**src/pwsc_defines.vh**
```
`ifndef PWSC_DEFINES_VH
`define PWSC_DEFINES_VH

// Register offsets
`define PWSC_OFS_WDOG_CFG     8'h91
`define PWSC_OFS_GLBL_CTRL    8'h92
`define PWSC_OFS_ONOFF_ONE    8'h93

// Watchdog configuration register fields
`define PWSC_WD_TSEL_HI       1
`define PWSC_WD_TSEL_LO       0
`define PWSC_WD_ENABLE        2

// Sequencer and watchdog control register fields
`define PWSC_GC_SRC0          4
`define PWSC_GC_SOFT0         3
`define PWSC_GC_SRC1          2
`define PWSC_GC_SOFT1         1
`define PWSC_GC_WDCLR         0

// On/off control register fields
`define PWSC_OO_SOFT_RST      6
`define PWSC_OO_MRST_HI       5
`define PWSC_OO_MRST_LO       3
`define PWSC_OO_SLEEP         2
`define PWSC_OO_POWER_OFF     1
`define PWSC_OO_XDLY          0

// Reset values
`define PWSC_RST_WDOG_CFG     8'h00
`define PWSC_RST_GLBL_CTRL    8'h00
`define PWSC_RST_UNMAPPED     8'h00

// Timing: one second of system clock at 25 MHz
`define PWSC_CLK_HZ           25000000
`define PWSC_XDLY_S           1
`define PWSC_CYC_PER_SEC      (`PWSC_CLK_HZ * `PWSC_XDLY_S)

// Target address on the serial port
`define PWSC_I2C_ADDR         7'h3C

`endif

```
**src/pwsc_i2c_target.v**
```verilog
`timescale 1ns/10ps
`include "pwsc_defines.vh"

module pwsc_i2c_target
#(
    parameter [6:0] DEV_ADDR = `PWSC_I2C_ADDR
)
(
    input  wire       clk_sys,
    input  wire       rst_n,
    input  wire       scl_in,
    input  wire       sda_in,
    output wire       sda_out,
    output wire       sda_oe,
    output reg        wr_en,
    output reg  [7:0] wr_addr,
    output reg  [7:0] wr_data,
    output wire [7:0] rd_addr,
    input  wire [7:0] rd_data
);

    localparam [4:0] ST_IDLE = 5'b00001;
    localparam [4:0] ST_RECV = 5'b00010;
    localparam [4:0] ST_ACK  = 5'b00100;
    localparam [4:0] ST_SEND = 5'b01000;
    localparam [4:0] ST_MACK = 5'b10000;

    localparam [1:0] KIND_ADDR = 2'b00;
    localparam [1:0] KIND_PTR  = 2'b01;
    localparam [1:0] KIND_DATA = 2'b10;

    reg [2:0] scl_sync;
    reg [2:0] sda_sync;
    reg       scl_f;
    reg       sda_f;
    reg [4:0] state;
    reg [1:0] kind;
    reg       rw;
    reg       ack_on;
    reg       macked;
    reg [2:0] cnt;
    reg [7:0] shreg;
    reg [7:0] txreg;
    reg [7:0] ptr;

    wire [7:0] rx_byte = {shreg[6:0], sda_f};
    // Filtered levels only move when the last two stages agree
    wire scl_new  = (scl_sync[1] == scl_sync[2]) ? scl_sync[2] : scl_f;
    wire sda_new  = (sda_sync[1] == sda_sync[2]) ? sda_sync[2] : sda_f;
    wire scl_rise = scl_new & ~scl_f;
    wire scl_fall = ~scl_new & scl_f;
    wire start_c  = scl_f & scl_new & sda_f & ~sda_new;
    wire stop_c   = scl_f & scl_new & ~sda_f & sda_new;

    assign rd_addr = ptr;
    assign sda_out = 1'b0;
    assign sda_oe  = ((state == ST_ACK) & ack_on) | ((state == ST_SEND) & ~txreg[7]);

    always @(posedge clk_sys)
    begin
        if (!rst_n)
        begin
            scl_sync <= 3'b111;
            sda_sync <= 3'b111;
            scl_f    <= 1'b1;
            sda_f    <= 1'b1;
            state    <= ST_IDLE;
            kind     <= KIND_ADDR;
            rw       <= 1'b0;
            ack_on   <= 1'b0;
            macked   <= 1'b0;
            cnt      <= 3'd0;
            shreg    <= 8'h00;
            txreg    <= 8'hFF;
            ptr      <= 8'h00;
            wr_en    <= 1'b0;
            wr_addr  <= 8'h00;
            wr_data  <= 8'h00;
        end
        else
        begin
            scl_sync <= {scl_sync[1:0], scl_in};
            sda_sync <= {sda_sync[1:0], sda_in};
            scl_f    <= scl_new;
            sda_f    <= sda_new;
            wr_en    <= 1'b0;
            if (start_c)
            begin
                state  <= ST_RECV;
                kind   <= KIND_ADDR;
                cnt    <= 3'd0;
                ack_on <= 1'b0;
                txreg  <= 8'hFF;
            end
            else if (stop_c)
            begin
                state  <= ST_IDLE;
                ack_on <= 1'b0;
                txreg  <= 8'hFF;
            end
            else
            begin
                case (state)
                    ST_IDLE:
                        state <= ST_IDLE;
                    ST_RECV:
                        if (scl_rise)
                        begin
                            shreg <= rx_byte;
                            cnt   <= cnt + 3'd1;
                            if (cnt == 3'd7)
                            begin
                                state <= ST_ACK;
                                if (kind == KIND_ADDR)
                                begin
                                    rw <= sda_f;
                                    if (rx_byte[7:1] != DEV_ADDR)
                                        state <= ST_IDLE;
                                end
                                else if (kind == KIND_PTR)
                                    ptr <= rx_byte;
                                else
                                begin
                                    wr_en   <= 1'b1;
                                    wr_addr <= ptr;
                                    wr_data <= rx_byte;
                                    ptr     <= ptr + 8'd1;
                                end
                            end
                        end
                    ST_ACK:
                        if (scl_fall)
                        begin
                            if (!ack_on)
                                ack_on <= 1'b1;
                            else
                            begin
                                ack_on <= 1'b0;
                                cnt    <= 3'd0;
                                if (kind == KIND_ADDR && rw)
                                begin
                                    state <= ST_SEND;
                                    txreg <= rd_data;
                                    ptr   <= ptr + 8'd1;
                                end
                                else
                                begin
                                    state <= ST_RECV;
                                    kind  <= (kind == KIND_ADDR) ? KIND_PTR : KIND_DATA;
                                end
                            end
                        end
                    ST_SEND:
                        if (scl_fall)
                        begin
                            cnt <= cnt + 3'd1;
                            if (cnt == 3'd7)
                            begin
                                state <= ST_MACK;
                                txreg <= 8'hFF;
                            end
                            else
                                txreg <= {txreg[6:0], 1'b1};
                        end
                    ST_MACK:
                        if (scl_rise)
                            macked <= ~sda_f;
                        else if (scl_fall)
                        begin
                            // A not-acknowledge ends the read; wait for stop
                            if (macked)
                            begin
                                state <= ST_SEND;
                                txreg <= rd_data;
                                ptr   <= ptr + 8'd1;
                                cnt   <= 3'd0;
                            end
                            else
                                state <= ST_IDLE;
                        end
                    default:
                        state <= ST_IDLE;
                endcase
            end
        end
    end

endmodule

```
**src/pwsc_control.v**
```verilog
// Operation
// - Timeout codes 00..11 mean 2,16,64,128 s
// - Lock fuse 0: timeout writes always accepted
// - Lock fuse 1: timeout changes only when disabled
// - Sequencer 0 source: pin or soft bit
// - Sequencer 0 soft bit enables when selected
// - Sequencer 1 source: pin or soft bit
// - Sequencer 1 soft bit enables when selected
// - Writing clear bit one clears watchdog
// - Clear bit self-clears, reads zero
// - Reserved bits written zero, reads ignored
// - Soft reset: shutdown plus reset, wins, self-clears
// - Power off: shutdown without reset, then clears
// - Manual reset codes mean 2..12 s
// - Extra delay bit adds one second
`timescale 1ns/10ps
`include "pwsc_defines.vh"

module pwsc_control
#(
    parameter [31:0] CYC_PER_SEC = `PWSC_CYC_PER_SEC,
    parameter [6:0]  DEV_ADDR    = `PWSC_I2C_ADDR,
    parameter [2:0]  OTP_MANRST  = 3'b000,
    parameter        OTP_XDLY    = 1'b0
)
(
    input  wire       clk_sys,
    input  wire       rst_n,
    input  wire       scl_in,
    input  wire       sda_in,
    output wire       sda_out,
    output wire       sda_oe,
    input  wire       timeout_lock_fuse,
    input  wire       enable_zero_pin,
    input  wire       enable_one_pin,
    input  wire       shutdown_done,
    output wire       power_sequencer_zero,
    output wire       power_sequencer_one,
    output reg        watchdog_clear,
    output reg        watchdog_expired,
    output reg        power_down_request,
    output reg        reset_request,
    output reg        shutdown_active,
    output reg  [7:0] watchdog_timeout_seconds,
    output reg  [3:0] manual_reset_seconds,
    output reg        sleep_enable
);

    function [7:0] tsel_seconds;
        input [1:0] code;
        begin
            case (code)
                2'b00:   tsel_seconds = 8'd2;
                2'b01:   tsel_seconds = 8'd16;
                2'b10:   tsel_seconds = 8'd64;
                default: tsel_seconds = 8'd128;
            endcase
        end
    endfunction

    function [3:0] mrst_seconds;
        input [2:0] code;
        begin
            case (code)
                3'b000:  mrst_seconds = 4'd2;
                3'b001:  mrst_seconds = 4'd3;
                3'b010:  mrst_seconds = 4'd4;
                3'b011:  mrst_seconds = 4'd5;
                3'b100:  mrst_seconds = 4'd6;
                3'b101:  mrst_seconds = 4'd8;
                3'b110:  mrst_seconds = 4'd10;
                default: mrst_seconds = 4'd12;
            endcase
        end
    endfunction

    wire       wr_en;
    wire [7:0] wr_addr;
    wire [7:0] wr_data;
    wire [7:0] rd_addr;
    reg  [7:0] rd_data;

    reg  [1:0]  watchdog_timeout_select;
    reg         watchdog_enable_bit;
    reg         seq0_source_select;
    reg         seq0_soft_enable;
    reg         seq1_source_select;
    reg         seq1_soft_enable;
    reg         soft_reset_cmd;
    reg         power_off_cmd;
    reg  [2:0]  manual_reset_time;
    reg         enable_zero_extra_delay;
    reg         shutdown_with_reset;
    reg  [31:0] wd_prescale;
    reg  [7:0]  wd_seconds;
    reg  [31:0] ez_count;
    reg         ez_delayed;
    reg  [2:0]  pin_sync [0:1];
    reg  [1:0]  pin_f;

    wire wr_wdog = wr_en & (wr_addr == `PWSC_OFS_WDOG_CFG);
    wire wr_glbl = wr_en & (wr_addr == `PWSC_OFS_GLBL_CTRL);
    wire wr_onoff = wr_en & (wr_addr == `PWSC_OFS_ONOFF_ONE);
    wire [1:0] pins = {enable_one_pin, enable_zero_pin};

    pwsc_i2c_target #(.DEV_ADDR(DEV_ADDR)) u_port
    (
        .clk_sys (clk_sys),
        .rst_n   (rst_n),
        .scl_in  (scl_in),
        .sda_in  (sda_in),
        .sda_out (sda_out),
        .sda_oe  (sda_oe),
        .wr_en   (wr_en),
        .wr_addr (wr_addr),
        .wr_data (wr_data),
        .rd_addr (rd_addr),
        .rd_data (rd_data)
    );

    // Reserved bits and the clear bit always read back zero
    always @*
    begin
        case (rd_addr)
            `PWSC_OFS_WDOG_CFG:
                rd_data = {5'b00000, watchdog_enable_bit, watchdog_timeout_select};
            `PWSC_OFS_GLBL_CTRL:
                rd_data = {3'b000, seq0_source_select, seq0_soft_enable,
                           seq1_source_select, seq1_soft_enable, 1'b0};
            `PWSC_OFS_ONOFF_ONE:
                rd_data = {1'b0, soft_reset_cmd, manual_reset_time, sleep_enable,
                           power_off_cmd, enable_zero_extra_delay};
            default:
                rd_data = `PWSC_RST_UNMAPPED;
        endcase
    end

    // Three-stage sampling of the enable pins
    genvar gi;
    generate
        for (gi = 0; gi < 2; gi = gi + 1)
        begin : g_pin
            always @(posedge clk_sys)
            begin
                if (!rst_n)
                begin
                    pin_sync[gi] <= 3'b000;
                    pin_f[gi]    <= 1'b0;
                end
                else
                begin
                    pin_sync[gi] <= {pin_sync[gi][1:0], pins[gi]};
                    if (pin_sync[gi][1] == pin_sync[gi][2])
                        pin_f[gi] <= pin_sync[gi][2];
                end
            end
        end
    endgenerate

    // Any shutdown in progress overrides both sequencer sources
    assign power_sequencer_zero = ~shutdown_active &
        (seq0_source_select ? seq0_soft_enable : ez_delayed);
    assign power_sequencer_one  = ~shutdown_active &
        (seq1_source_select ? seq1_soft_enable : pin_f[1]);

    always @(posedge clk_sys)
    begin
        if (!rst_n)
        begin
            watchdog_timeout_select  <= 2'b00;
            watchdog_enable_bit      <= 1'b0;
            seq0_source_select       <= 1'b0;
            seq0_soft_enable         <= 1'b0;
            seq1_source_select       <= 1'b0;
            seq1_soft_enable         <= 1'b0;
            soft_reset_cmd           <= 1'b0;
            power_off_cmd            <= 1'b0;
            manual_reset_time        <= OTP_MANRST;
            sleep_enable             <= 1'b0;
            enable_zero_extra_delay  <= OTP_XDLY;
            shutdown_active          <= 1'b0;
            shutdown_with_reset      <= 1'b0;
            power_down_request       <= 1'b0;
            reset_request            <= 1'b0;
            watchdog_clear           <= 1'b0;
            watchdog_expired         <= 1'b0;
            wd_prescale              <= 32'h0000_0000;
            wd_seconds               <= 8'h00;
            ez_count                 <= 32'h0000_0000;
            ez_delayed               <= 1'b0;
            watchdog_timeout_seconds <= 8'd2;
            manual_reset_seconds     <= 4'd2;
        end
        else
        begin
            power_down_request       <= 1'b0;
            reset_request            <= 1'b0;
            watchdog_expired         <= 1'b0;
            watchdog_clear           <= wr_glbl & wr_data[`PWSC_GC_WDCLR];
            watchdog_timeout_seconds <= tsel_seconds(watchdog_timeout_select);
            manual_reset_seconds     <= mrst_seconds(manual_reset_time);

            if (wr_wdog)
            begin
                // Lock is judged against the enable held before this write
                if (!timeout_lock_fuse || !watchdog_enable_bit)
                    watchdog_timeout_select <= wr_data[`PWSC_WD_TSEL_HI:`PWSC_WD_TSEL_LO];
                watchdog_enable_bit <= wr_data[`PWSC_WD_ENABLE];
            end
            if (wr_glbl)
            begin
                seq0_source_select <= wr_data[`PWSC_GC_SRC0];
                seq0_soft_enable   <= wr_data[`PWSC_GC_SOFT0];
                seq1_source_select <= wr_data[`PWSC_GC_SRC1];
                seq1_soft_enable   <= wr_data[`PWSC_GC_SOFT1];
            end

            // A fresh command write wins over the end-of-shutdown clear
            if (wr_onoff)
            begin
                soft_reset_cmd          <= wr_data[`PWSC_OO_SOFT_RST] |
                                           (soft_reset_cmd & ~(shutdown_active & shutdown_done));
                power_off_cmd           <= wr_data[`PWSC_OO_POWER_OFF] |
                                           (power_off_cmd & ~(shutdown_active & shutdown_done));
                manual_reset_time       <= wr_data[`PWSC_OO_MRST_HI:`PWSC_OO_MRST_LO];
                sleep_enable            <= wr_data[`PWSC_OO_SLEEP];
                enable_zero_extra_delay <= wr_data[`PWSC_OO_XDLY];
            end
            else if (shutdown_active && shutdown_done)
            begin
                soft_reset_cmd <= 1'b0;
                power_off_cmd  <= 1'b0;
            end

            if (!shutdown_active && (soft_reset_cmd || power_off_cmd))
            begin
                shutdown_active     <= 1'b1;
                power_down_request  <= 1'b1;
                shutdown_with_reset <= soft_reset_cmd;
            end
            else if (shutdown_active && shutdown_done)
            begin
                shutdown_active <= 1'b0;
                reset_request   <= shutdown_with_reset | soft_reset_cmd;
            end

            // Counting in whole seconds keeps the timeout compare 8 bits wide
            if (!watchdog_enable_bit || watchdog_clear)
            begin
                wd_prescale <= 32'h0000_0000;
                wd_seconds  <= 8'h00;
            end
            else if (wd_prescale == CYC_PER_SEC - 32'd1)
            begin
                wd_prescale <= 32'h0000_0000;
                if (wd_seconds + 8'd1 == watchdog_timeout_seconds)
                begin
                    wd_seconds       <= 8'h00;
                    watchdog_expired <= 1'b1;
                end
                else
                    wd_seconds <= wd_seconds + 8'd1;
            end
            else
                wd_prescale <= wd_prescale + 32'd1;

            // Extra delay applies to both edges of the enable-0 level
            if (!enable_zero_extra_delay || pin_f[0] == ez_delayed)
            begin
                ez_count   <= 32'h0000_0000;
                ez_delayed <= pin_f[0];
            end
            else if (ez_count == CYC_PER_SEC - 32'd1)
            begin
                ez_count   <= 32'h0000_0000;
                ez_delayed <= pin_f[0];
            end
            else
                ez_count <= ez_count + 32'd1;
        end
    end

endmodule

```
**config.mk**
```make
export PLATFORM = sky130hd
export DESIGN_NAME = pwsc_control
export DESIGN_NICKNAME = d
export VERILOG_FILES = /design/src/pwsc_i2c_target.v /design/src/pwsc_control.v
export VERILOG_INCLUDE_DIRS = /design/src
export SDC_FILE = /design/constraint.sdc
export NUM_CORES = 1
export LEC_CHECK = 0
export ABC_AREA = 0
export ABC_CLOCK_PERIOD_IN_PS = 2000
export BUFFER_PORTS_ARGS = -buffer_cell sky130_fd_sc_hd__buf_2
export CAP_MARGIN = 20
export CORE_MARGIN = 1
export CORE_UTILIZATION = 45
export CTS_CLUSTER_SIZE = 10
export DETAILED_ROUTE_END_ITERATION = 16
export GPL_ROUTABILITY_DRIVEN = 0
export GPL_TIMING_DRIVEN = 0
export SKIP_LAST_GASP = 1
export SYNTH_ARGS = -nofsm -noshare
export SYNTH_HDL_FRONTEND = slang
export SYNTH_HIERARCHICAL = 1
export SYNTH_SLANG_ARGS = --single-unit
```
**constraint.sdc**
```tcl
create_clock -name clk_sys -period 2 [get_ports clk_sys]
set_input_delay 0.1 -clock clk_sys [delete_from_list [all_inputs] [get_ports clk_sys]]
set_output_delay 0.1 -clock clk_sys [all_outputs]
set_load 0.02 [all_outputs]
```
* Word-level counts from Yosys, hierarchy flattened
Memory sizes are Yosys's and may differ from the RTL's.
Index checks and enable logic that the tools add are counted.
** Word-level totals
- Output and inout port bits :: 22
- Word-level logic and storage cells :: 244
- Bits in registers :: 167
- Latch bits :: 0
- Memories kept :: 1
- Bits in read-only memories :: 0
- Bits in writable memories :: 6
** Memory list
- pin_sync :: depth 2, bits a word 3, rd ports 2, clocked after Yosys merged registers in 0, wr ports 2, RTL line pwsc_control.v:98 : reg [2:0] pin_sync [0:1];
** Cells by class
- Add/subtract/negate cells :: 5
- Order comparisons :: 0
- Multiply operators :: 0
- Bitwise logic cells :: 42
- Divide/modulo/power cells :: 0
- Shifts and indexed selects :: 0
- Mux-type cells :: 66
- Eq/ne operators :: 48
- Reductions and logical operators :: 40
** Operators with widths (count)
- $mux W8 :: 19
- $pmux W8 S3 :: 3
- $add A32 B1 Y32 const B :: 2
- $eq A32 B25 Y1 const B :: 2
- $eq A8 B8 Y1 const B :: 6
- $mux W5 :: 9
- $mux W3 :: 10
- $pmux W4 S7 :: 1
- $ne A4 B1 Y1 const B :: 6
- $reduce_and A8 Y1 :: 3
- $pmux W7 S3 :: 1
- $pmux W5 S4 :: 1
- $and A1 B1 Y1 :: 18
- $not A1 Y1 :: 18
- $add A8 B1 Y8 const B :: 2
- $mux W1 :: 16
- $reduce_or A3 Y1 :: 5
- $ne A2 B1 Y1 const B :: 7
- $eq A3 B3 Y1 const B :: 4
- $pmux W3 S4 :: 1
- $reduce_and A12 Y1 :: 1
- $reduce_and A9 Y1 :: 1
- $eq A8 B8 Y1 :: 1
- $mux W4 :: 2
- 31 further kinds :: 62

* Longest topological paths before layout
Gate-level depths: netlist of the first run.
- Depth in word-level cells :: 9
- Depth in mapped cells :: 9
- Gate-level depth less buffers :: 7

* Cells and area by module
The synthesis of the first run kept the hierarchy.
** Modules (own cells, without submodules)
- pwsc_control :: instances 1, area each 4913.5 µm², sequential area each 2182.1 µm², cells an instance 545
- pwsc_i2c_target :: instances 1, area each 2832.7 µm², sequential area each 1221.2 µm², cells an instance 349

* Worst setup path before layout of the first run
Ideal clock, no wire load.
- Kind :: register -> register
- Start :: register u_port.scl_f
- End :: register u_port.txreg[1]
- Path slack :: -0.175 ns
- Path buffers :: 2
- Clock period less this slack :: 2.175 ns
- Cell stages (with the launch flop) :: 8
- Arrival :: 2.080 ns
- Data required time :: 1.905 ns
- Cell sequence :: dfxtp_1 nor3b_4 a2111oi_2 or4_1 buf_2 or2_0 clkbuf_2 o311ai_1
** Between the ends
- Word-level cells in the longest chain between the ends :: 5
- Elaborated cells on any way between the ends :: 16
- Those cells by class :: 4 x eq/ne; 1 x mux; 9 x bitwise; 2 x reduce/logical
** RTL lines
- from (decl) :: RTL line pwsc_i2c_target.v:34 : reg scl_f;
- from (signal assigned) :: RTL line pwsc_i2c_target.v:84 : scl_f <= scl_new;
- $mux W1 :: RTL line pwsc_i2c_target.v:48 : wire scl_new = (scl_sync[1] == scl_sync[2]) ? scl_sync[2] : scl_f;
- $not A1 Y1 / $and A1 B1 Y1 (equally long branches) :: RTL line pwsc_i2c_target.v:51, pwsc_i2c_target.v:52, pwsc_i2c_target.v:53
- $and A1 B1 Y1, on equally long branches :: RTL line pwsc_i2c_target.v:51, pwsc_i2c_target.v:52, pwsc_i2c_target.v:53
- $ne A2 B1 Y1 (no line), or another cell as far along
- $reduce_and A8 Y1 (no line) / $reduce_or A3 Y1 (equally long branches)
- to (signal assigned) :: RTL line pwsc_i2c_target.v:143 : txreg <= rd_data;
- to (signal assigned) :: RTL line pwsc_i2c_target.v:163 : txreg <= {txreg[6:0], 1'b1};
- to (signal assigned) :: RTL line pwsc_i2c_target.v:174 : txreg <= rd_data;
- to (decl) :: RTL line pwsc_i2c_target.v:43 : reg [7:0] txreg;
Parallel ways exist; a longest one is shown, timed or not.
A chain may end at the register's enable or synchronous reset.

* Final worst setup path of the first run
- Start :: register u_port.scl_sync[2]
- End :: register u_port.ptr[0] (netlist: u_port/rd_addr[0])
** Between the ends
- Word-level cells in the longest chain between the ends :: 7
- Elaborated cells on any way between the ends :: 17
- Those cells by class :: 5 x eq/ne; 1 x mux; 10 x bitwise; 1 x reduce/logical
** RTL lines
- from (decl) :: RTL line pwsc_i2c_target.v:32 : reg [2:0] scl_sync;
- from (signal assigned) :: RTL line pwsc_i2c_target.v:82 : scl_sync <= {scl_sync[1:0], scl_in};
- $eq A1 B1 Y1 :: RTL line pwsc_i2c_target.v:48
- $mux W1 (*) :: RTL line pwsc_i2c_target.v:48
- $and A1 B1 Y1 :: RTL line pwsc_i2c_target.v:52, pwsc_i2c_target.v:53
- $and A1 B1 Y1, on equally long branches (2 in a row) :: RTL line pwsc_i2c_target.v:52, pwsc_i2c_target.v:53
- $not A1 Y1 (no line)
- $reduce_and A12 Y1 (no line) (*)
- to (signal assigned) :: RTL line pwsc_i2c_target.v:121 : ptr <= rx_byte;
- to (signal assigned) :: RTL line pwsc_i2c_target.v:127 : ptr <= ptr + 8'd1;
- to (signal assigned) :: RTL line pwsc_i2c_target.v:144 : ptr <= ptr + 8'd1;
- to (decl) :: RTL line pwsc_i2c_target.v:44 : reg [7:0] ptr;
Every way passes the cells marked *; elsewhere a longest branch is shown, timed or not.

==> results of run 1 <==
==> registers in the layout, indices dropped and copies added, names as in the netlist, 3 cells and up <==
register                  count
manual_reset_time             3
u_port/shreg                  7
wd_seconds                    8
ez_count                     32
u_port/cnt                    3
u_port/rd_addr                8
u_port/wr_data                7
watchdog_timeout_seconds      4
u_port/scl_sync               3
wd_prescale                  32
u_port/state                  5
manual_reset_seconds          4
u_port/txreg                  8
u_port/sda_sync               3
pin_sync                      6
u_port/wr_addr                8
==> routing by layer <==
metal / routed length (um) / vias to the layer above / part of all wire, % / GRT usage, %
met5: 0 / - / 0 / 0
met4: 180 / 0 / 0.98 / 6.066
met2: 9090 / 86 / 49 / 36.30
met3: 600 / 15 / 3.3 / 4.521
li1: - / 3290 / - / -
met1: 8502 / 3120 / 46 / 26.94
==> worst reg2reg max path: stages (launching register included) <==
cell and delay, ps:
dfxtp_4 360, nor3b_4 310, a2111oi_4 150, or4_4 610, or4_1 520, a31oi_1 170
==> worst min-delay path by stage <==
stage                     depth (start not counted)                    endpoint
after floorplan                                   1          u_port/scl_sync[0]
after global placement                            2          u_port/sda_sync[0]
after detailed placement                          2          u_port/sda_sync[0]
after CTS                                         4  watchdog_timeout_select[1]
after global routing                              4  watchdog_timeout_select[0]
final                                             4  watchdog_timeout_select[1]
==> repair_timing <==
| action | in CTS | in global routing |
|---|---|---|
| hold buffers | 5 | 0 |
| gates cloned | 1 | 0 |
| pin swaps | 24 | 16 |
| buffers inserted | 25 | 13 |
| setup endpoints to repair | 104 | 105 |
| hold endpoints to repair | 5 | 0 |
| resized for setup | 72 | 65 |
==> through the flow <==
step / cells / power (mW) / area [um2]
2_1_floorplan: 894 / 3.511 / 7792
3_3_place_gp: 1138 / 3.541 / 8188
3_5_place_dp: 1138 / 3.541 / 8188
4_1_cts: 1198 / 6.832 / 9319
5_1_grt: 1207 / 6.992 / 9646
6_report: 1207 / 6.757 / 9646
==> area by class of cell <==
| class | instances | area [um2] | area share (%) |
|---|---|---|---|
| clock inverter | 15 | 166.4 | 1.725 |
| timing repair buffer | 67 | 486.7 | 5.046 |
| buffer | 37 | 271.5 | 2.815 |
| inverter | 13 | 48.80 | 0.5059 |
| clock buffer | 17 | 425.4 | 4.410 |
| multi-input combinational | 669 | 4557 | 47.24 |
| sequential | 169 | 3415 | 35.40 |
| tap | 220 | 275.3 | 2.854 |
==> power by group through the flow <==
stage | clock network, mW | registers [mW] | logic [mW]
after floorplan | 0 | 3.45 | 0.0576
after global placement | 0 | 3.45 | 0.0857
after detailed placement | 0 | 3.46 | 0.0858
after CTS | 3.36 | 3.38 | 0.0983
after global routing | 3.50 | 3.37 | 0.113
final | 3.28 | 3.38 | 0.104
==> flow_summary_export.csv, run 1 <==
group,metric,value,unit
sta,max_slew_margin,53.02,%
pwr,powerDensity,700.5,nW/um2
pwr,seqPwrFrac,50.0,%
sta,finalHoldViolations,0,
min_path,hp-class,"in2reg",
grt,grt_pass1_vias,6148,
setup_path,end_kind,"register",
sta,setup_viol,14,
setup_path,worst_r2r_path_depth,5,
setup_path,path_depth,5,
layout,final_common_cell,"dfxtp_1",
floorplanning,io_pins,30,
setup_path,rrSetupSlack,-190,ps
sta,skew,7.523,ps
floorplanning,core_region_area,16640,um2
synthesis,yosys_warnings,6,
synthesis,syn-cell-area,7714,um2
grt,grt_pass1_wl,30270,um
setup_path,crit_chain,"nor3b_4, a2111oi_4, or4_4, or4_1, a31oi_1",
route,drt-total-wl,18370,um
outcome,status,"complete, but fails checks",
floorplanning,start_util,46.35,%
sta,rsz0062_at_grt,"yes",
setup_path,rr_startpoint,"u_port/scl_sync[2]",
synthesis,synthesis.instances,890,
setup_path,crit_slowest_cell,"or4_4",
route,drt_iter0_markers,289,
setup_path,crit_arrival,2540,ps
sta,finalMaxSlewViolations,0,
floorplanning,dieArea,17670,um2
sta,finalSetupTns,-901.1,ps
flow_run,cap_violations,0,
layout,post-route-util,57.96,%
floorplanning,die_h,132.9,um
layout,drive_gt1_share,21.48,%
pwr,switching_share,22.03,%
layout,layout.nets,988,
cts,clk_latency,420,ps
placed_design,dp_slack,-596.8,ps
layout,final_cell_mix,"dfxtp_1, nor2_1, nand2_1, xor2_1, buf_4",
route,drc_errors,0,
setup_path,worstSetupStartpoint,"u_port/scl_sync[2]",
route,wl_per_cell,15.22,um
setup_path,cp-start-kind,"register",
setup_path,cp.required,2350,ps
cts,clockBufferDepth,2,
sta,timing.hold.ws,99.27,ps
pwr,combPwrFrac,1.5,%
setup_path,timing.rr.end,"u_port/rd_addr[0]",
cts,clk_pin_slew_worst_paths,70,ps
sta,max_slew.worst_pin.slew,704.0,ps
pwr,internal_power,5.268,mW
route,dr.pass1.iters,5,
placed_design,dp_hpwl,12160,um
sta,period_share,109.6,%
grt,antenna_found_initial,0,
outcome,violations,"setup timing",
setup_path,path_buf_inv,0,
synthesis,syn_avg_cell_area,8.667,um2
cts,numCtsBuffers,17,
cts,h-tree-depth,4,
layout,antenna_cells,0,
grt,grt_use_total,21.28,%
floorplanning,core.rowCount,47,
route,num_vias,6511,
setup_path,slowest_delay,610,ps
pwr,ir_drop,0.6800,mV
layout,nFillCells,1479,
cts,cts_sinks,169,
setup_path,crit_type,"reg2reg",
route,antenna_left,0,
pwr,power_switching,1.489,mW
sta,fmax,0.4561,GHz
cts,cts-root-buf,"clkbuf_16",
pwr,p_clk_share,48.5,%
layout,syn2layout_area_growth,25.04,%
setup_path,crit_family,"simple AND/OR/NAND/NOR gates",
placed_design,portBuffers,24,
setup_path,crit_path_end,"u_port/rd_addr[0]",
min_path,min_from,"timeout_lock_fuse",
pwr,leakage,3.264,nW
route,viasPerCell,5.394,
grt,grt-ovfl-total,0,
cts,cts_tree,"built",
grt,grt_max_degree,17,
sta,setup_ws,-192.4,ps
setup_path,critPathMaxFanout,5,
sta,final.min_clock_period,2192,ps
floorplanning,die_w,132.9,um
Power figures use the tool's default switching activity.
==> run 2, diff against run 1 <==
--- a/config.mk
+++ b/config.mk
@@ -7,7 +7,7 @@
 export NUM_CORES = 1
 export LEC_CHECK = 0
 export ABC_AREA = 0
-export ABC_CLOCK_PERIOD_IN_PS = 2000
+export ABC_CLOCK_PERIOD_IN_PS = 2100
 export BUFFER_PORTS_ARGS = -buffer_cell sky130_fd_sc_hd__buf_2
 export CAP_MARGIN = 20
 export CORE_MARGIN = 1
==> constraint.sdc (replaced) <==
create_clock -name clk_sys -period 2.1 [get_ports clk_sys]
set_input_delay 0.105 -clock clk_sys [delete_from_list [all_inputs] [get_ports clk_sys]]
set_output_delay 0.105 -clock clk_sys [all_outputs]
set_load 0.02 [all_outputs]
==> run 2 against run 1 <==
Effect of this change: the run still ends with setup timing left; maximum frequency rose by 1.8%; core utilization decreased by 2.0 points; largest power group is now clock; final area shrank 3.5%; critical path depth is 2 higher; sequential power is 5% lower; total power fell by 1.5%; clock skew up 2.3 ps; setup slack improved by 140 ps; non-clock buffer count is 18 lower; via count down 2.4%; cell count is 1.5% lower; count of clock-buffer cells in the layout rose by 2.
==> flow_summary_export.csv, run 2 (same netlist as run 1, synthesis figures left out) <==
group,metric,value,unit
floorplanning,io_pins,30,
grt,grt_use_met1,26.83,%
cts,clockBufferDepth,2,
grt,grt_max_degree,17,
route,viasPerCell,5.344,
setup_path,cp-start-kind,"register",
floorplanning,core_region_area,16640,um2
route,drt-total-wl,17870,um
sta,setup_viol,12,
pwr,leakage,3.162,nW
sta,setup_ws,-53.28,ps
placed_design,dp_cells,1138,
sta,finalHoldViolations,0,
setup_path,crit_type,"reg2reg",
layout,final_common_cell,"dfxtp_1",
pwr,finalPower,6.656,mW
setup_path,end_kind,"register",
grt,gr-max-usage-layer,"met2",
cts,clk_latency,420,ps
placed_design,postPlaceCellArea,8172,um2
cts,clk_pin_slew_worst_paths,60,ps
setup_path,cp.required,2440,ps
layout,syn2layout_area_growth,20.71,%
placed_design,portBuffers,24,
sta,finalSetupTns,-309.5,ps
pwr,ir_drop,0.5849,mV
grt,grt_pass1_vias,6025,
layout,fin_area,9311,um2
layout,drive_gt1_share,17.23,%
cts,numCtsBuffers,17,
route,antenna_left,0,
layout,top_regs,"ez_count: 32 flops, wd_prescale: 32 flops",
flow_run,cap_violations,0,
sta,final.min_clock_period,2153,ps
grt,grt_util_met3,4.291,%
setup_path,critPathMaxFanout,10,
sta,fmax,0.4644,GHz
cts,cts_sinks,169,
grt,grt-ovfl-total,0,
grt,grt_pass1_wl,29750,um
setup_path,crit_arrival,2490,ps
sta,max_slew.worst_pin.slew,880.4,ps
floorplanning,die_w,132.9,um
sta,rsz0062_at_grt,"yes",
min_path,hp-class,"in2reg",
route,drc_errors,0,
pwr,powerDensity,714.8,nW/um2
floorplanning,start_util,46.35,%
sta,finalMaxSlewViolations,0,
layout,final_cell_mix,"dfxtp_1, nor2_1, nand2_1, xor2_1, a21oi_1",
layout,finalNonFillerCells,1189,
cts,cts-root-buf,"clkbuf_16",
outcome,status,"complete, but fails checks",
outcome,violations,"setup timing",
layout,antenna_cells,0,
floorplanning,die_h,132.9,um
sta,period_share,102.5,%
floorplanning,dieArea,17670,um2
route,drt_iter0_markers,387,
sta,max_slew_margin,41.09,%
floorplanning,core.rowCount,47,
placed_design,dp_hpwl,12240,um
layout,layout.nets,970,
cts,cts_tree,"built",
cts,h-tree-depth,4,
route,wl_per_cell,15.03,um
sta,skew,9.867,ps
grt,grt_use_total,20.89,%
grt,use_met2,34.64,%
route,dr.pass1.iters,4,
route,num_vias,6354,
grt,antenna_found_initial,0,
run 2: cell count changes in the layout (fill, tap and decap cells not counted), moves of 4 or more:
cell,change
buf_8,-4
dfxtp_1,+8
dfxtp_2,-10
o311ai_4,-5
buf_4,-15
o21ai_1,-4
o21ai_0,+6
run 2: routing by layer:
layer	routed length, um	part of all wire (%)	vias up
met2	8681	49	78
met1	8309	46	3003
li1	-	-	3250
met3	581	3.3	23
met4	297	1.7	0
met5	0	0	-
run 2: layout make-up:
cell class                 count  area, um2
fill                        1517       7331
multi-input combinational    669       4367
sequential                   169       3410
clock buffer                  19      442.9
timing repair buffer          46      297.8
buffer                        40      277.8
tap                          220      275.3
clock inverter                13      192.7
inverter                      13      48.80
run 2: metrics by stage:
stage	hold WS (ps)	utilization, %	setup slack, ps
CTS	39.53	54.85	-45.81
global placement	291.7	49.10	-543.4
detailed placement	287.5	49.10	-504.8
global route	75.86	55.95	-124.6
floorplan	206.5	-	1.584
finish	39.24	55.95	-53.28
run 2: path summary, 6_finish.rpt:
kind / from / end / slack (ps) / cells past startpoint
setup / recovery: u_port/state[4] / u_port/rd_addr[1] / -50 / 7
hold / removal: shutdown_done / shutdown_active / 40 / 3
setup reg to reg: u_port/state[4] / u_port/rd_addr[1] / -50 / 7
hold reg to reg: u_port/scl_sync[0] / u_port/scl_sync[1] / 410 / 1
run 2: power breakdown:
part	internal (mW)	switching (mW)	total [mW]
clock	2.04	1.31	3.35
sequential	3.21	0.00629	3.21
combinational	0.0335	0.0585	0.0921
total	5.28	1.38	6.66
run 2: repair_timing:
item,4_1_cts,5_1_grt
hold endpoints to repair,4,0
setup endpoints to repair,41,102
setup buffers,13,5
cloned,0,0
pin swaps,6,5
hold buffers,4,0
gates resized for setup,51,38
run 2: critical path: stages, from the launching register on:
cell and delay [ps]:
dfxtp_1 310, buf_6 140, xnor2_1 140, or4_4 460
a211o_1 320, clkbuf_8 190, or3_1 360, a21oi_1 170
==> run 3, diff against run 2 <==
--- a/config.mk
+++ b/config.mk
@@ -10,12 +10,15 @@
 export ABC_CLOCK_PERIOD_IN_PS = 2100
 export BUFFER_PORTS_ARGS = -buffer_cell sky130_fd_sc_hd__buf_2
 export CAP_MARGIN = 20
+export CELL_PAD_IN_SITES_DETAIL_PLACEMENT = 0
+export CELL_PAD_IN_SITES_GLOBAL_PLACEMENT = 1
 export CORE_MARGIN = 1
 export CORE_UTILIZATION = 45
 export CTS_CLUSTER_SIZE = 10
 export DETAILED_ROUTE_END_ITERATION = 16
 export GPL_ROUTABILITY_DRIVEN = 0
 export GPL_TIMING_DRIVEN = 0
+export PLACE_DENSITY_LB_ADDON = 0.1
 export SKIP_LAST_GASP = 1
 export SYNTH_ARGS = -nofsm -noshare
 export SYNTH_HDL_FRONTEND = slang
==> run 3 against run 2 <==
Effect of this change: the run still ends with setup timing left; sequential share of layout area hardly changed; total power is 6.8% lower; combinational power is 2% higher; final area is 0.15% higher; critical path type unchanged; largest power group is now registers.
==> flow_summary_export.csv, run 3 (same netlist as run 1, synthesis figures left out) <==
group,metric,value,unit
outcome,status,"complete, but fails checks",
outcome,violations,"setup timing",
floorplanning,core.rowCount,47,
grt,use_met2,37.93,%
setup_path,end_kind,"register",
pwr,finalPower,6.203,mW
grt,grt_util_met3,5.019,%
route,viasPerCell,5.486,
floorplanning,die_h,132.9,um
sta,rsz0062_at_grt,"yes",
sta,final.min_clock_period,2162,ps
cts,clk_pin_slew_worst_paths,60,ps
grt,antenna_found_initial,0,
layout,final_cell_mix,"dfxtp_1, nor2_1, nand2_1, xor2_1, a21oi_1",
floorplanning,die_w,132.9,um
grt,grt_use_met1,26.92,%
cts,clk_latency,420,ps
layout,syn2layout_area_growth,20.89,%
sta,finalHoldViolations,0,
cts,clockBufferDepth,2,
cts,h-tree-depth,4,
setup_path,crit_type,"reg2reg",
floorplanning,dieArea,17670,um2
layout,top_regs,"ez_count: 32 flops, wd_prescale: 32 flops",
floorplanning,io_pins,30,
layout,final_common_cell,"dfxtp_1",
route,drt_iter0_markers,314,
sta,finalMaxSlewViolations,0,
placed_design,dp_hpwl,13090,um
cts,numCtsBuffers,17,
sta,max_slew.worst_pin.slew,910.9,ps
layout,post-route-util,56.03,%
route,wl_per_cell,15.64,um
cts,cts-root-buf,"clkbuf_16",
route,drt-total-wl,18710,um
cts,cts_tree,"built",
grt,grt_pass1_wl,31060,um
pwr,ir_drop,0.5717,mV
route,drc_errors,0,
sta,period_share,103.0,%
pwr,powerDensity,665.1,nW/um2
sta,skew,7.277,ps
grt,gr-max-usage-layer,"met2",
setup_path,cp.required,2440,ps
grt,grt_use_total,22.06,%
floorplanning,core_region_area,16640,um2
layout,antenna_cells,0,
grt,grt_max_degree,17,
sta,fmax,0.4624,GHz
grt,grt-ovfl-total,0,
min_path,hp-class,"in2reg",
route,antenna_left,0,
floorplanning,start_util,46.35,%
setup_path,critPathMaxFanout,5,
setup_path,crit_arrival,2500,ps
sta,setup_ws,-62.45,ps
sta,setup_viol,9,
layout,layout.nets,979,
setup_path,cp-start-kind,"register",
grt,grt_pass1_vias,6362,
route,num_vias,6561,
layout,drive_gt1_share,17.83,%
cts,cts_sinks,169,
sta,max_slew_margin,39.05,%
pwr,leakage,3.154,nW
route,dr.pass1.iters,5,
flow_run,cap_violations,0,
placed_design,portBuffers,24,
## run 3: cell type report
cell class / count / area, um2
Buffer: 40 / 279.0
Clock buffer: 23 / 467.9
Clock inverter: 7 / 71.32
Fill cell: 1497 / 7317
Inverter: 13 / 48.80
Multi-Input combinational cell: 669 / 4374
Sequential cell: 169 / 3411
Tap cell: 220 / 275.3
Timing Repair Buffer: 55 / 397.9
## run 3: stage by stage
step | hold slack [ps] | TNS (ps) | area, um2 | instances | worst slack, ps
global route | 38.31 | -1291 | 9325 | 1196 | -123.0
finish | 21.05 | -252.6 | 9325 | 1196 | -62.45
detailed placement | 291.0 | -11590 | 8172 | 1138 | -524.3
CTS | 5.515 | -226.8 | 9087 | 1186 | -40.96
global placement | 289.2 | -9951 | 8172 | 1138 | -457.8
floorplan | 206.5 | 0 | 7776 | 894 | 1.584
## run 3: repair_timing
item / CTS / global route
hold endpoints to repair: 4 / 0
setup buffers: 17 / 10
pin swaps: 21 / 14
gates resized for setup: 57 / 38
hold buffers: 4 / 0
gates cloned: 0 / 0
endpoints found under the setup margin: 38 / 89
## run 3: report_power, final
group / switching [mW] / internal, mW
clock: 1.22 / 1.68
combinational: 0.0594 / 0.0341
sequential: 0.00617 / 3.21
## run 3: layer usage
layer	routed length [um]	part of all wire (%)
met3	681	3.6
met4	308	1.6
met2	9250	49
met5	0	0
met1	8470	45
## run 3: worst paths after layout
| kind | start | end | slack [ps] | depth (start not counted) |
|---|---|---|---|---|
| worst min register to register | u_port/sda_sync[0] | u_port/sda_sync[1] | 410 | 1 |
| worst max register to register | u_port/cnt[0] | u_port/rd_addr[0] | -60 | 7 |
| worst min-delay path | shutdown_done | reset_request | 20 | 3 |
| worst max-delay path | u_port/cnt[0] | u_port/rd_addr[0] | -60 | 7 |
## run 3: critical path, cell delays in order (launching register included)
cell and delay [ps]:
dfxtp_2 360, ha_4 140, ha_4 130, inv_2 30, o211a_4 230, or4_4 530
or4_4 490, a31oi_1 170
